[config.mk]
export PLATFORM = sky130hd
export DESIGN_NAME = csc_charger
export DESIGN_NICKNAME = d
export VERILOG_FILES = /design/src/pkg/csc_pkg.sv /design/src/hdl/csc_charger.sv
export SDC_FILE = /design/constraint.sdc
export NUM_CORES = 1
export LEC_CHECK = 0
export ABC_CLOCK_PERIOD_IN_PS = 12400
export BUFFER_PORTS_ARGS = -buffer_cell sky130_fd_sc_hd__buf_4
export CORE_ASPECT_RATIO = 1.75
export CORE_MARGIN = 1
export CORE_UTILIZATION = 60
export CTS_CLUSTER_DIAMETER = 200
export CTS_CLUSTER_SIZE = 16
export DETAILED_ROUTE_END_ITERATION = 12
export PLACE_DENSITY = 0.81
export SLEW_MARGIN = 20
export SYNTH_ARGS = -nofsm -noshare
export SYNTH_HDL_FRONTEND = slang
export SYNTH_SLANG_ARGS = --single-unit
[constraint.sdc]
create_clock -name i_clock -period 12.4 [get_ports i_clock]
set_input_delay 2.48 -clock i_clock [delete_from_list [all_inputs] [get_ports i_clock]]
set_output_delay 2.48 -clock i_clock [all_outputs]
set_load 0.02 [all_outputs]
[src/pkg/csc_pkg.sv]
/*
 * Shared constants and types for the charger command and status block:
 * bus addresses, command codes, limits, status layout and the state record.
 * Assumes a single 50 MHz clock and a synchronous active-low reset.
 */
package csc_pkg;

	// Bus addresses (7-bit) and the byte returned on an alert response.
	localparam logic [6:0]  DEV_ADDR  = 7'h09;
	localparam logic [6:0]  ARA_ADDR  = 7'h0c;
	localparam logic [7:0]  ARA_REPLY = 8'h12;

	// Command codes.
	localparam logic [7:0]  CMD_STATUS  = 8'h13;
	localparam logic [7:0]  CMD_CURRENT = 8'h14;
	localparam logic [7:0]  CMD_VOLTAGE = 8'h15;
	localparam logic [7:0]  CMD_ALARM   = 8'h16;
	localparam logic [7:0]  CMD_EXT     = 8'h3c;

	// Pack sense thresholds in ohms: 100000, 28500, 3150 and 575.
	localparam logic [16:0] OVER_OHMS  = 17'h186a0;
	localparam logic [16:0] COLD_OHMS  = 17'h06f54;
	localparam logic [16:0] WARM_OHMS  = 17'h00c4e;
	localparam logic [16:0] UNDER_OHMS = 17'h0023f;

	// Request limits per limit-resistor setting, highest setting first.
	localparam logic [3:0][15:0] CUR_MAX =
		{16'h0fff, 16'h0bff, 16'h07ff, 16'h03ff};
	localparam logic [4:0][15:0] VOLT_MAX =
		{16'h6d5f, 16'h54cf, 16'h43ff, 16'h332f, 16'h225f};
	localparam logic [2:0]  VOLT_SEL_TOP   = 3'h4;
	localparam logic [15:0] VOLT_ZERO_MAX  = 16'h049f;
	localparam logic [15:0] CUR_STEP_MASK  = 16'hfffc;
	localparam logic [15:0] VOLT_STEP_MASK = 16'hfff0;
	localparam logic [15:0] ALARM_MASK     = 16'hf000;

	// Extension word: pulse disable bit and version field.
	localparam int          PULSE_BIT  = 12;
	localparam logic [11:0] VERSION_ID = 12'h0a5; // Arbitrary value.

	// Status word bit positions.
	localparam int ST_ADAPTER = 15;
	localparam int ST_PACK    = 14;
	localparam int ST_PFAIL   = 13;
	localparam int ST_ALARM   = 12;
	localparam int ST_UNDER   = 11;
	localparam int ST_WARM    = 10;
	localparam int ST_COLD    = 9;
	localparam int ST_OVER    = 8;
	localparam int ST_VOLT_OR = 7;
	localparam int ST_CUR_OR  = 6;
	localparam int ST_LEVEL   = 4;

	typedef enum logic [3:0] {
		S_IDLE, S_ADDR, S_ADDR_ACK, S_CMD, S_CMD_ACK, S_WLO, S_WLO_ACK,
		S_WHI, S_WHI_ACK, S_TX, S_TX_ACK
	} csc_bus_state_type;

	typedef struct packed {
		logic       adapter;
		logic       supply;
		logic       allow;
		logic       vhigh;
		logic       ihigh;
		logic [1:0] ilim;
		logic [2:0] vlim;
	} csc_pins_type;

	typedef struct packed {
		logic cold;
		logic warm;
		logic under;
		logic over;
	} csc_range_type;

	typedef struct packed {
		logic [2:0]        scl_pipe;
		logic [2:0]        sda_pipe;
		logic [2:0]        strobe_pipe;
		logic [16:0]       ohm_m;
		logic [16:0]       ohm_s;
		csc_pins_type      pins_m;
		csc_pins_type      pins_s;
		csc_bus_state_type st;
		logic [3:0]        cnt;
		logic [7:0]        shreg;
		logic [7:0]        cmd;
		logic [7:0]        lo;
		logic [15:0]       txw;
		logic              tx_idx;
		logic              is_read;
		logic              is_ara;
		logic              drive;
		logic [15:0]       cur_req;
		logic [15:0]       volt_req;
		logic              cur_or;
		logic              volt_or;
		logic              alarm;
		logic              got_v;
		logic              got_i;
		logic              pulse_dis;
		csc_range_type     range;
		logic              pack;
		logic              one_good;
		logic              adapter;
		logic              power_fail;
		logic              alert_quiet;
		logic              chg_en;
		logic              pulse;
	} csc_state_type;

endpackage
[src/hdl/csc_charger.sv]
/*
 * Command and status logic of a smart battery charger, reached as an SMBus
 * slave over SCL/SDA, with the status flags, request limits and alert line.
 * Assumes analog comparators and a pack sense sampler outside this block;
 * all pin inputs are asynchronous and pass two flip-flops here.
 */
`timescale 1ns/1ns

//Contract
//- Cold flag only above 28.5 kilohm; always set with over-range.
//- Warm flag only below 3150 ohm; always set with under-range.
//- Under-range flag only below 575 ohm.
//- Alarm-block flag set when an accepted alarm word inhibits charging.
//- Alarm-block cleared by both requests rewritten, adapter loss, pack loss.
//- Alert line pulled low when alarm-block becomes set.
//- Supply-short flag on low supply or allow pin low; blocks charging.
//- Supply-short keeps stored requests and does not change modes.
//- Pack-attached cleared at once on an over-range sample.
//- Pack-attached set only after two good samples in a row.
//- Pack removal zeroes requests; no charging without a pack.
//- Alert line pulled low on adapter or pack flag change.
//- Adapter flag follows adapter sense above its threshold.
//- Current request is a 16-bit mA word at 0x14, truncated to steps.
//- Current clamped to limit setting; excess sets current over-range.
//- Current reduced while pack voltage exceeds the programmed voltage.
//- Voltage word at 0x15; values 0x0001 to 0x049F act as zero.
//- Voltage clamped to limit setting; excess sets voltage over-range.
//- Voltage reduced while pack current exceeds the programmed current.
//- Alarm word bits 15..12 inhibit charging; other bits ignored.
//- Extension bit disables pulsing of currents below 1/16 full scale.
//- Extension read returns disable bit and fixed version field.
module csc_charger
	import csc_pkg::*;
(
	// Clock and reset.
	input  wire logic        i_clock,
	input  wire logic        i_rst_n,
	// SMBus pins, open drain.
	input  wire logic        i_scl,
	input  wire logic        i_sda,
	output logic             o_sda_out,
	output logic             o_sda_oe_n,
	output logic             o_alert_out,
	output logic             o_alert_oe_n,
	// Analog comparator levels and limit settings.
	input  wire logic        i_adapter_sense_input,
	input  wire logic        i_adapter_supply_input,
	input  wire logic        i_charge_allow_pin,
	input  wire logic        i_pack_volt_high,
	input  wire logic        i_pack_curr_high,
	input  wire logic [1:0]  i_current_limit_resistor,
	input  wire logic [2:0]  i_volt_limit_resistor,
	// Pack sense sampler.
	input  wire logic [16:0] i_pack_ohms,
	input  wire logic        i_sense_done,
	// Charger control outputs.
	output logic             o_charge_enable,
	output logic [15:0]      o_current_setpoint,
	output logic [15:0]      o_voltage_setpoint,
	output logic             o_small_current_pulse_mode,
	output logic             o_current_reduce,
	output logic             o_voltage_reduce
);

	csc_state_type s;
	csc_state_type next_s;

	logic          scl_rise;
	logic          scl_fall;
	logic          bus_start;
	logic          bus_stop;
	logic          sda_in;
	logic          sample_go;
	logic          wr_go;
	logic [15:0]   wr_word;
	logic [15:0]   cur_lim;
	logic [15:0]   volt_lim;
	logic [15:0]   volt_val;
	logic [2:0]    volt_sel;
	logic [15:0]   status_word;
	logic          ara_done;

	// Bus edges and conditions come from the second and third pipe stages.
	assign sda_in    = s.sda_pipe[1];
	assign scl_rise  = s.scl_pipe[1] & ~s.scl_pipe[2];
	assign scl_fall  = ~s.scl_pipe[1] & s.scl_pipe[2];
	assign bus_start = s.scl_pipe[1] & s.sda_pipe[2] & ~s.sda_pipe[1];
	assign bus_stop  = s.scl_pipe[1] & ~s.sda_pipe[2] & s.sda_pipe[1];
	assign sample_go = s.strobe_pipe[1] & ~s.strobe_pipe[2];

	// Active limits; unused voltage settings fall back to the top one.
	assign cur_lim  = CUR_MAX[s.pins_s.ilim];
	assign volt_sel = (s.pins_s.vlim > VOLT_SEL_TOP) ? VOLT_SEL_TOP
		: s.pins_s.vlim;
	assign volt_lim = VOLT_MAX[volt_sel];

	// Status word as read over the bus.
	always_comb
	begin
		status_word             = 16'h0000;
		status_word[ST_ADAPTER] = s.adapter;
		status_word[ST_PACK]    = s.pack;
		status_word[ST_PFAIL]   = s.power_fail;
		status_word[ST_ALARM]   = s.alarm;
		status_word[ST_UNDER]   = s.range.under;
		status_word[ST_WARM]    = s.range.warm;
		status_word[ST_COLD]    = s.range.cold;
		status_word[ST_OVER]    = s.range.over;
		status_word[ST_VOLT_OR] = s.volt_or;
		status_word[ST_CUR_OR]  = s.cur_or;
		status_word[ST_LEVEL]   = 1'b1;
	end

	// Next state of the whole block.
	always_comb
	begin
		next_s   = s;
		wr_go    = 1'b0;
		wr_word  = {s.shreg, s.lo};
		ara_done = 1'b0;
		volt_val = 16'h0000;
		// Input synchronisers: the first stage feeds only the second.
		next_s.scl_pipe    = {s.scl_pipe[1:0], i_scl};
		next_s.sda_pipe    = {s.sda_pipe[1:0], i_sda};
		next_s.strobe_pipe = {s.strobe_pipe[1:0], i_sense_done};
		next_s.ohm_m       = i_pack_ohms;
		next_s.ohm_s       = s.ohm_m;
		next_s.pins_m      = '{i_adapter_sense_input, i_adapter_supply_input,
			i_charge_allow_pin, i_pack_volt_high, i_pack_curr_high,
			i_current_limit_resistor, i_volt_limit_resistor};
		next_s.pins_s      = s.pins_m;

		// SMBus slave; a start anywhere restarts address reception.
		if (bus_start)
		begin
			next_s.st    = S_ADDR;
			next_s.cnt   = 4'h0;
			next_s.drive = 1'b0;
		end
		else if (bus_stop)
		begin
			next_s.st    = S_IDLE;
			next_s.drive = 1'b0;
		end
		else
		begin
			case (s.st)
				S_ADDR, S_CMD, S_WLO, S_WHI:
				begin
					if (scl_rise)
					begin
						next_s.shreg = {s.shreg[6:0], sda_in};
						next_s.cnt   = s.cnt + 4'h1;
					end
					else if (scl_fall && s.cnt == 4'h8)
					begin
						next_s.cnt   = 4'h0;
						next_s.drive = 1'b1;
						if (s.st == S_ADDR)
						begin
							next_s.is_read = s.shreg[0];
							next_s.is_ara  = 1'b0;
							next_s.st      = S_ADDR_ACK;
							if (s.cmd == CMD_STATUS)
								next_s.txw = status_word;
							else if (s.cmd == CMD_EXT)
								next_s.txw = {3'h0, s.pulse_dis, VERSION_ID};
							else
								next_s.txw = 16'h0000;
							if (s.shreg[7:1] == DEV_ADDR)
								next_s.st = S_ADDR_ACK;
							else if (s.shreg[7:1] == ARA_ADDR && s.shreg[0]
								&& !s.alert_quiet)
							begin
								next_s.is_ara = 1'b1;
								next_s.txw    = {8'h00, ARA_REPLY};
							end
							else
							begin
								// Not ours: stay off the bus until a start.
								next_s.drive = 1'b0;
								next_s.st    = S_IDLE;
							end
						end
						else if (s.st == S_CMD)
						begin
							next_s.cmd = s.shreg;
							next_s.st  = S_CMD_ACK;
						end
						else if (s.st == S_WLO)
						begin
							next_s.lo = s.shreg;
							next_s.st = S_WLO_ACK;
						end
						else
						begin
							wr_go     = 1'b1;
							next_s.st = S_WHI_ACK;
						end
					end
				end
				S_ADDR_ACK, S_CMD_ACK, S_WLO_ACK, S_WHI_ACK:
				begin
					if (scl_fall)
					begin
						next_s.drive = 1'b0;
						if (s.st == S_ADDR_ACK && s.is_read)
						begin
							next_s.st     = S_TX;
							next_s.shreg  = s.txw[7:0];
							next_s.drive  = ~s.txw[7];
							next_s.tx_idx = 1'b0;
						end
						else if (s.st == S_ADDR_ACK)
							next_s.st = S_CMD;
						else if (s.st == S_CMD_ACK)
							next_s.st = S_WLO;
						else if (s.st == S_WLO_ACK)
							next_s.st = S_WHI;
						else
							next_s.st = S_IDLE;
					end
				end
				S_TX:
				begin
					if (scl_rise)
						next_s.cnt = s.cnt + 4'h1;
					else if (scl_fall && s.cnt == 4'h8)
					begin
						next_s.drive = 1'b0;
						next_s.st    = S_TX_ACK;
					end
					else if (scl_fall)
					begin
						next_s.shreg = {s.shreg[6:0], 1'b0};
						next_s.drive = ~s.shreg[6];
					end
				end
				S_TX_ACK:
				begin
					// Low byte first; the high byte goes out only on an ack.
					if (scl_rise)
					begin
						ara_done = s.is_ara;
						if (!sda_in && !s.tx_idx && !s.is_ara)
						begin
							next_s.tx_idx = 1'b1;
							next_s.cnt    = 4'h0;
						end
						else
							next_s.st = S_IDLE;
					end
					else if (scl_fall && s.cnt == 4'h0)
					begin
						next_s.st    = S_TX;
						next_s.shreg = s.txw[15:8];
						next_s.drive = ~s.txw[15];
					end
				end
				default:
					next_s.drive = 1'b0;
			endcase
		end

		// Register writes; requests are refused while no pack is seen.
		if (wr_go && s.cmd == CMD_CURRENT && s.pack)
		begin
			next_s.cur_or  = wr_word > cur_lim;
			next_s.cur_req = ((wr_word > cur_lim) ? cur_lim : wr_word)
				& CUR_STEP_MASK;
			next_s.got_i   = 1'b1;
		end
		if (wr_go && s.cmd == CMD_VOLTAGE && s.pack)
		begin
			volt_val       = (wr_word <= VOLT_ZERO_MAX) ? 16'h0000
				: wr_word;
			next_s.volt_or  = volt_val > volt_lim;
			next_s.volt_req = ((volt_val > volt_lim) ? volt_lim : volt_val)
				& VOLT_STEP_MASK;
			next_s.got_v    = 1'b1;
		end
		if (wr_go && s.cmd == CMD_EXT)
			next_s.pulse_dis = wr_word[PULSE_BIT];

		// A lowered current limit setting pulls the stored current request down, so
		// the current setpoint never exceeds the limit that is active next cycle.
		if (next_s.cur_req > CUR_MAX[next_s.pins_s.ilim])
			next_s.cur_req = CUR_MAX[next_s.pins_s.ilim]
				& CUR_STEP_MASK;

		// Request-rewrite clear first, so that a new alarm in the same cycle wins over it.
		if (s.alarm && next_s.got_v && next_s.got_i)
			next_s.alarm = 1'b0;
		if (wr_go && s.cmd == CMD_ALARM && |(wr_word & ALARM_MASK))
		begin
			next_s.alarm = 1'b1;
			next_s.got_v = 1'b0;
			next_s.got_i = 1'b0;
		end

		// Pack sense sample classification.
		if (sample_go)
		begin
			next_s.range.over  = s.ohm_s > OVER_OHMS;
			next_s.range.cold  = s.ohm_s > COLD_OHMS
				|| s.ohm_s > OVER_OHMS;
			next_s.range.under = s.ohm_s < UNDER_OHMS;
			next_s.range.warm  = s.ohm_s < WARM_OHMS
				|| s.ohm_s < UNDER_OHMS;
			if (s.ohm_s > OVER_OHMS)
			begin
				next_s.pack     = 1'b0;
				next_s.one_good = 1'b0;
			end
			else if (s.one_good)
				next_s.pack = 1'b1;
			else
				next_s.one_good = 1'b1;
		end

		// Adapter and supply flags; the supply flag leaves requests alone.
		next_s.adapter    = s.pins_s.adapter;
		next_s.power_fail = ~s.pins_s.supply | ~s.pins_s.allow;

		// Without a pack the requests stay zero and any alarm is dropped.
		if (!next_s.pack)
		begin
			next_s.cur_req  = 16'h0000;
			next_s.volt_req = 16'h0000;
			next_s.got_v    = 1'b0;
			next_s.got_i    = 1'b0;
			next_s.alarm    = 1'b0;
		end
		if (!next_s.adapter)
			next_s.alarm = 1'b0;

		// Alert: answered alert response clears it; an adapter, pack or alarm-block event sets it.
		if (ara_done)
			next_s.alert_quiet = 1'b1;
		if (next_s.adapter != s.adapter || next_s.pack != s.pack)
			next_s.alert_quiet = 1'b0;
		if (next_s.alarm && !s.alarm)
			next_s.alert_quiet = 1'b0;

		// Charging permission and small-current pulsing.
		next_s.chg_en = next_s.pack & next_s.adapter & ~next_s.power_fail
			& ~next_s.alarm & (next_s.cur_req != 16'h0000)
			& (next_s.volt_req != 16'h0000);
		next_s.pulse  = next_s.chg_en & ~next_s.pulse_dis
			& (next_s.cur_req < ((cur_lim + 16'h0001) >> 4));
	end

	// Reset leaves the alert pending, which reports the power-on event.
	always_ff @(posedge i_clock)
	begin
		if (!i_rst_n)
			s <= '0;
		else
			s <= next_s;
	end

	// Outputs from the state register; SDA and alert drive levels tied low.
	assign o_sda_out                  = 1'b0;
	assign o_sda_oe_n                 = ~s.drive;
	assign o_alert_out                = 1'b0;
	assign o_alert_oe_n               = s.alert_quiet;
	assign o_charge_enable            = s.chg_en;
	assign o_current_setpoint         = s.cur_req;
	assign o_voltage_setpoint         = s.volt_req;
	assign o_small_current_pulse_mode = s.pulse;
	assign o_current_reduce           = s.pins_s.vhigh;
	assign o_voltage_reduce           = s.pins_s.ihigh;

	cold_covers_over_a: assert property (@(posedge i_clock)
		disable iff (!i_rst_n) s.range.over |-> s.range.cold)
		else $error("Over-range without cold flag.");
	warm_covers_under_a: assert property (@(posedge i_clock)
		disable iff (!i_rst_n) s.range.under |-> s.range.warm)
		else $error("Under-range without warm flag.");
	under_threshold_a: assert property (@(posedge i_clock)
		disable iff (!i_rst_n) sample_go && s.ohm_s >= UNDER_OHMS
		|=> !s.range.under)
		else $error("Under-range set at or above threshold.");
	pack_drop_a: assert property (@(posedge i_clock)
		disable iff (!i_rst_n) sample_go && s.ohm_s > OVER_OHMS |=> !s.pack)
		else $error("Pack flag kept after over-range sample.");
	pack_zero_a: assert property (@(posedge i_clock)
		disable iff (!i_rst_n) !s.pack |-> s.cur_req == 16'h0000
		&& s.volt_req == 16'h0000 && !o_charge_enable)
		else $error("Requests or charging without a pack.");
	supply_block_a: assert property (@(posedge i_clock)
		disable iff (!i_rst_n) s.power_fail |-> !o_charge_enable)
		else $error("Charging while supply short.");
	alarm_alert_a: assert property (@(posedge i_clock)
		disable iff (!i_rst_n) $rose(s.alarm) |-> !o_alert_oe_n)
		else $error("Alarm set without alert.");
	change_alert_a: assert property (@(posedge i_clock)
		disable iff (!i_rst_n) $changed(s.pack) || $changed(s.adapter)
		|-> !o_alert_oe_n)
		else $error("Flag change without alert.");
	current_clamp_a: assert property (@(posedge i_clock)
		disable iff (!i_rst_n) 1'b1 |-> o_current_setpoint <= cur_lim)
		else $error("Current setpoint above limit.");

endmodule // csc_charger

### Yosys cells after proc, flatten, opt, wreduce, memory -nomap -nowiden

Memory sizes are Yosys's and may differ from the RTL's.
Cells that the tools add are included.

* reduce and logical (&&, ||, !) cells: 48
* magnitude comparators: 13
* eq/ne operators: 45
* bitwise operators: 36
* muxes and demuxes: 101
* add/subtract/negate cells: 2

Operators by type and width (number)
* two-way mux 16 bit: 14
* two-way mux 32 bit: 4
* two-way mux 8 bit: 12
* two-way mux 4 bit: 17
* binary-select mux 16 bit (select 2 bit): 2
* greater-than comparator 16 bit: 3
* two-way mux 47 bit: 1
* equality test 8 x 5 -> 1 bit (second input constant): 4
* case mux 8 bit (4 select lines): 1
* nonzero test 16 bit: 2
* two-way mux 1 bit: 31
* inequality test 2 bit (second input constant): 14
* AND reduction 8 bit: 3
* two-way mux 3 bit: 7
* NOT 1 bit: 21
* AND reduction 7 bit: 3
* inequality test 4 bit (second input constant): 5
* greater-than comparator 17 x 15 -> 1 bit (second input constant): 1
* greater-than comparator 17 bit (second input constant): 1
* logical AND 1 bit: 17
* < comparator 17 x 10 -> 1 bit (second input constant): 1
* < comparator 17 x 12 -> 1 bit (second input constant): 1
* adder 16 x 1 -> 16 bit (second input constant): 1
* equality test 4 x 3 -> 1 bit (second input constant): 4
* 35 further kinds: 75

* memory bits (read-only): 128
* memories kept: 1
* bits in registers: 164

Memory list
* (name not given): depth 8, width 16, rd ports 1, clocked after memory_dff 0, write ports 0, line csc_charger.sv:95 `assign volt_lim = VOLT_MAX[volt_sel];`

### Logic depth before layout (Yosys ltp)

Gate-level depths: netlist of run 1.

* depth after elaboration: 24
* mapped depth: 23
* gate-level depth less buffers: 21

### Least setup slack after synthesis of run 1

No wires, ideal clock.

* kind: register -> register
* start point: register s[93] (netlist name)
* end point: register s (netlist bit o_small_current_pulse_mode)
* slack: 7644 ps
* library setup time: 64 ps
* arrival time: 4692 ps
* data required time: 12336 ps
* buffers on the path: 2
* clock period less this slack: 4756 ps
* cell stages (with the launch flop): 24
* path through: dfxtp_1 -> inv_1 -> ha_1 -> nand4bb_1 -> nor4b_1 -> nand3_1 -> clkbuf_1 -> nand2_1 -> o21ai_0 -> ha_1 -> nand4_1 -> or3_1 -> a31oi_1 -> o22a_1 -> clkbuf_1 -> o21a_1 -> nor2_1 -> ha_1 -> a21o_1 -> a21oi_1 -> nand2_1 -> nor4_1 -> nand4_1 -> nor2_1

RTL lines
* start, declared: line csc_charger.sv:65 `csc_state_type s;`
* start signal, assigned: line csc_charger.sv:359 `s <= next_s;`

==> impl_metrics.ini, run 1 <==
[synth]
synthDistinctLibCells = 67
async_flop_share_pct = 0
syn_area_per_cell_um2 = 8.62
seq_area_frac_synth_pct = 43.9
synth-seq-cells = 160
synth-edff-count = 0
syn_area_mm2 = 0.00730
syn_inst = 847
synth_warnings = 0
ys.flop_type = dfxtp_1

[routing]
wl_per_cell_um = 18.6
wl_mm = 18.9
vias = 6199
detail-route-antenna-nets = 0
drt-pass1-iter-count = 5
via_per_inst = 6.11
drc = 0
drt_iter0_drc = 409

[hold_path]
hold_path_depth = 1
min_to = s[129]
hold_path_class = flip-flop to flip-flop
min_from = next_s[129]

[floorplanning]
die_h_um = 148
io_pins = 72
row_count = 53
initial_utilization_pct = 61.2
die_width_um = 85.4
dieArea_mm2 = 0.0126
core_area_mm2 = 0.0119

[timing]
fin_crit_sh_pct = 41.5
hold_viol = 0
fin_crit_ps = 5150
drv_slew = 0
final.setup_skew_ps = 11.3
rsz0062_at_grt = false
fmax_mhz = 194
setup_viol = 0
fin_tns_setup_ps = 0
tightestPinTransition_ps = 1010
fin_ws_ps = 7250
relSlewSlack_pct = 32.4

[critical_path]
r2r_end = o_small_current_pulse_mode
cp_data_required_time_ps = 12780
cp-start-kind = flip-flop
arrival_ps = 5530
cp_max_fo = 16
cpPeakStageDelay_ps = 510
ff2ff_setup_slack_ps = 7250
crit_path_cell_trace = or3b_2, nor3_1, nand3_1, nand2_1, o21ai_0, ha_1, nand4_1, or3_1, a31oi_1, o22a_1, o21a_1, nor2_1, ha_1, a21o_1, a21oi_1, nand2_1, nor4_1, nand4_1, nor2_1
crit_type = flip-flop to flip-flop
critPathSlowestCell = nor3_1
worstRegToRegCells = 19
r2r-start = s[6]
end_kind = flip-flop

[grt]
grt_pass1_wl_mm = 29.6
grt_pass1_vias = 6030
track_usage_pct = 30.6
use_met3_pct = 5.75
grt.met1_usage_pct = 30.4
met2_usage_pct = 56.5
grt.busiest_layer = met2
antenna_found_initial = 0
grt_overflow_total = 0
grt_max_degree = 69

[clocking]
clk_pin_slew_ps = 80
clkSinkCount = 160
cts_tree = built
postCtsHoldBufs = 0
htree_levels = 4
clockBufferDepth = 2
ctsResizeCount = 0
clock_latency_ps = 440
cts_setup_buffers = 0
ctsRootBufferMaster = clkbuf_16
cts_made_buffers = 17

[finish]
multiInputGateArea_mm2 = 0.00357
seq_area_mm2 = 0.00320
final_layout_size_suffix_gt1_share_pct = 14.0
syn2layout_area_growth_pct = 13.0
most-common-layout-cells = dfxtp_1, nor2_1, and2_1
mostFrequentLayoutCell = dfxtp_1
fillers = 962
fin_nets = 919
insertedDiodeCount = 0

[power]
powerDensity_mw_per_mm2 = 148
leakage_uw = 0.00326
power_uw = 1220
ir_drop_v = 0.000109

[outcome]
outcome = complete, no violations

[run]
max_cap_violations = 0

[placement]
port_buffers = 69
dp_slack_ps = 7140
hpwl_mm = 13.7
routabilityCongestion = 0.906
## worst max-delay path by stage
stage          startpoint                    endpoint  slack, ps  cells past startpoint
3_3_place_gp        s[88]  o_small_current_pulse_mode       7280                     20
2_1_floorplan       s[93]  o_small_current_pulse_mode       7640                     23
4_1_cts             s[88]  o_small_current_pulse_mode       7070                     20
3_5_place_dp        s[88]  o_small_current_pulse_mode       7140                     20
5_1_grt              s[6]  o_small_current_pulse_mode       6830                     19
6_report             s[6]  o_small_current_pulse_mode       7250                     19
## sequential cells by signal, summed over array words and instances, names as in the netlist
signal                      count
s                              89
next_s                         34
o_current_setpoint             16
o_voltage_setpoint             16
o_alert_oe_n                    1
o_charge_enable                 1
o_current_reduce                1
o_small_current_pulse_mode      1
o_voltage_reduce                1
## metrics by stage
| stage | util [%] | area [um^2] | instances | hold WS [ps] |
|---|---|---|---|---|
| global placement | 63.8 | 7610 | 983 | 414 |
| finish | 69.1 | 8250 | 1015 | 429 |
| floorplan | - | 7320 | 852 | 408 |
| detailed placement | 63.8 | 7610 | 983 | 417 |
| CTS | 69.1 | 8250 | 1015 | 432 |
| global route | 69.1 | 8250 | 1015 | 438 |
## cells by family after synthesis
group / count (synthesis) / share of synthesized area (%)
simple gates: 358 / 25.7
compound gates: 168 / 15.2
flops: 160 / 43.9
buf+inv: 108 / 7.44
mux: 25 / 3.45
fa+ha+maj: 22 / 3.77
xor+xnor: 5 / 0.600
other cells: 1 / 0.0514
## per-layer routing
metal | part of all wire [%] | wire length (um)
met5 | 0 | 0
met4 | 6.1 | 1150
met3 | 4.7 | 889
met2 | 53 | 10100
met1 | 36 | 6760
## Yosys cell counts (all sizes together), types with 4 or more instances
cell type / n / area, um^2
buf: 40 / 288
or3: 7 / 48.8
o21ai: 29 / 145
ha: 22 / 275
a21o: 8 / 60.1
a211oi: 14 / 105
nor2b: 12 / 75.1
inv: 27 / 101
mux2i: 24 / 240
a221oi: 5 / 43.8
dfxtp: 160 / 3200
nor3b: 4 / 30.0
nand2b: 6 / 37.5
a21oi: 47 / 235
nand2: 68 / 255
or4: 5 / 41.3
nand3: 14 / 70.1
clkbuf: 41 / 154
o21a: 10 / 75.1
nor4: 16 / 106
a31oi: 9 / 56.3
nor3: 17 / 85.1
o221a: 4 / 45.0
and3: 4 / 25.0
a22oi: 13 / 97.6
and2: 82 / 513
nand4: 15 / 93.8
xnor2: 4 / 35.0
nor2: 89 / 334
or2: 6 / 37.5
## cell type report
type                    instances  share of cell area [%]
clock buffers                  17                    5.16
clock inverters                15                    2.53
inverters                      27                    1.23
multi-input cells             584                    43.3
flip-flops and latches        160                    38.8
well taps                     137                    2.08
repair buffers                 75                    6.83
## critical path, delay by kind of cell (launching register included)
kind                     cells  cell delay, ps
AO/OA/AOI/OAI                6            1330
adder cells (fa/ha/maj)      2             700
flip-flops                   1             410
AND/OR/NAND/NOR             11            2660
## report_power, final
group | total (uW) | internal (uW) | switching, uW
clock | 534 | 278 | 257
combinational | 132 | 52.3 | 79.5
sequential | 552 | 531 | 20.5
(Power assumes the default switching activity.)
==> run 2: changes to the inputs <==
--- a/config.mk
+++ b/config.mk
@@ -5,15 +5,15 @@
 export SDC_FILE = /design/constraint.sdc
 export NUM_CORES = 1
 export LEC_CHECK = 0
-export ABC_CLOCK_PERIOD_IN_PS = 12400
+export ABC_CLOCK_PERIOD_IN_PS = 4200
 export BUFFER_PORTS_ARGS = -buffer_cell sky130_fd_sc_hd__buf_4
 export CORE_ASPECT_RATIO = 1.75
 export CORE_MARGIN = 1
-export CORE_UTILIZATION = 60
+export CORE_UTILIZATION = 53
 export CTS_CLUSTER_DIAMETER = 200
 export CTS_CLUSTER_SIZE = 16
 export DETAILED_ROUTE_END_ITERATION = 12
-export PLACE_DENSITY = 0.81
+export PLACE_DENSITY = 0.76
 export SLEW_MARGIN = 20
 export SYNTH_ARGS = -nofsm -noshare
 export SYNTH_HDL_FRONTEND = slang
==> constraint.sdc (replaced) <==
create_clock -name i_clock -period 4.2 [get_ports i_clock]
set_input_delay 0.84 -clock i_clock [delete_from_list [all_inputs] [get_ports i_clock]]
set_output_delay 0.84 -clock i_clock [all_outputs]
set_load 0.02 [all_outputs]
==> impl_metrics.ini, run 2 (synthesized netlist as in run 1, its figures left out) <==
[critical_path]
ff2ff_setup_slack_ps = 130
r2r-start = s[78]
critical_path_depth = 19
cpPeakStageDelay_ps = 580
cp_data_required_time_ps = 4560
worstRegToRegCells = 19
path_buf_inv = 1
crit_end = o_small_current_pulse_mode
cp_max_fo = 8
arrival_ps = 4430
cp_top_family = simple AND/OR/NAND/NOR gates
crit_path_cell_trace = or4b_4, nor3_4, nand3_4, nand2_2, o21ai_2, ha_1, nand4_1, or3_1, a31oi_1, o22a_1, buf_6, o21a_1, nor2_1, ha_1, a21oi_1, nand2_1, nor4_1, nand4_1, nor2_1
end_kind = flip-flop
r2r_end = o_small_current_pulse_mode
critPathSlowestCell = or4b_4
cp-start-kind = flip-flop
crit_type = flip-flop to flip-flop
startpoint = s[78]

[finish]
mostFrequentLayoutCell = dfxtp_1
fin_nets = 953
largest_reg_flops = 89
most-common-layout-cells = dfxtp_1, buf_4, nor2_1
final_layout_size_suffix_gt1_share_pct = 19.0
insertedDiodeCount = 0
fillers = 1171
largest_register = s
syn2layout_area_growth_pct = 18.6

[routing]
drt-pass1-iter-count = 5
wl_per_cell_um = 17.0
via_per_inst = 5.79
drt_iter0_drc = 324
wl_mm = 18.5
drc = 0
vias = 6289
detail-route-antenna-nets = 0

[power]
swShare_pct = 29.0
power_uw = 3620
powerDensity_mw_per_mm2 = 418
p_seq_share_pct = 44.3
clockPowerShare_pct = 42.9
intPower_uw = 2570
p_sw_uw = 1050
ir_drop_v = 0.000310
p_comb_share_pct = 12.8
leakage_uw = 0.00346

[timing]
fin_ws_ps = 131
hold_viol = 0
relSlewSlack_pct = 50.5
whs_ps = 432
fin_crit_ps = 4070
final.setup_skew_ps = 10.7
fmax_mhz = 246
setup_viol = 0
drv_slew = 0
tightestPinTransition_ps = 741
fin_crit_sh_pct = 96.9

[floorplanning]
initial_utilization_pct = 54.3
die_h_um = 157
dieArea_mm2 = 0.0143
row_count = 56
io_pins = 72
die_width_um = 90.7
core_area_mm2 = 0.0135

[clocking]
htree_levels = 4
cts_made_buffers = 17
clk_pin_slew_ps = 70
cts_tree = built
clock_latency_ps = 430
postCtsHoldBufs = 0
ctsRootBufferMaster = clkbuf_16
clockBufferDepth = 2
clkSinkCount = 160

[run]
max_cap_violations = 0

[grt]
antenna_found_initial = 0
grt_overflow_total = 0
grt_max_degree = 69
track_usage_pct = 26.4
grt_pass1_wl_mm = 29.2
grt_pass1_vias = 6133

[placement]
routabilityCongestion = 0.974
hpwl_mm = 13.3
port_buffers = 69
dp_slack_ps = 24.0

[outcome]
outcome = complete, no violations

[hold_path]
hold_path_class = flip-flop to flip-flop
==> run 2: cell types whose count changed in the layout (fill, tap and decap cells not counted), moves of 2 or more <==
cell / change
nor3_1: -2
ha_1: -2
o21ai_0: -2
dfxtp_2: +3
dfxtp_1: -3
nand2_2: +2
nand2_1: -2
o21ai_2: +3
ha_4: +2
buf_4: +32
==> run 2: power groups by stage <==
| stage | clock network, uW | logic (uW) | registers, uW |
|---|---|---|---|
| finish | 1550 | 463 | 1600 |
| global route | 1640 | 509 | 1610 |
| CTS | 1570 | 444 | 1600 |
| detailed placement | 0 | 442 | 1640 |
| global placement | 0 | 436 | 1630 |
| floorplan | 0 | 309 | 1620 |
==> run 2: how the worst min path moves through the flow <==
stage	from	endpoint	slack (ps)	cells after the start
after global routing	next_s[110]	next_s[4]	450	1
after floorplan	s[109]	s[3]	410	1
final	next_s[135]	s[135]	430	1
after detailed placement	next_s[137]	s[137]	420	1
after global placement	s[109]	s[3]	410	1
after CTS	s[109]	s[3]	430	1
==> run 2: area by class of cell <==
cell class	instances	area, um^2	share of cell area, %
clock buffers	17	425	4.91
flip-flops and latches	160	3210	37.0
inverters	27	101	1.17
multi-input cells	584	3680	42.5
well taps	174	218	2.51
clock inverters	15	195	2.25
repair buffers	109	835	9.64
==> run 2: routing by layer <==
metal  share of wire [%]  global-route usage (%)
met2                  55                    50.0
met4                 6.2                    17.7
met1                  36                    25.8
met5                   0                       0
met3                 3.6                    4.49
==> run 2: repair_timing <==
action | CTS | global route
setup endpoints to repair | 1 | 1
gates resized for setup | 1 | 18
pin swaps | 0 | 18
buffers inserted | 0 | 6
==> run 2: stage by stage <==
stage	TNS (ps)	std cells	cell area (um^2)	util (%)
after floorplan	0	852	7360	-
after global routing	-31.7	1086	8660	64.4
after global placement	0	1048	7910	58.8
after detailed placement	0	1048	7910	58.8
final	0	1086	8660	64.4
after CTS	0	1080	8530	63.4
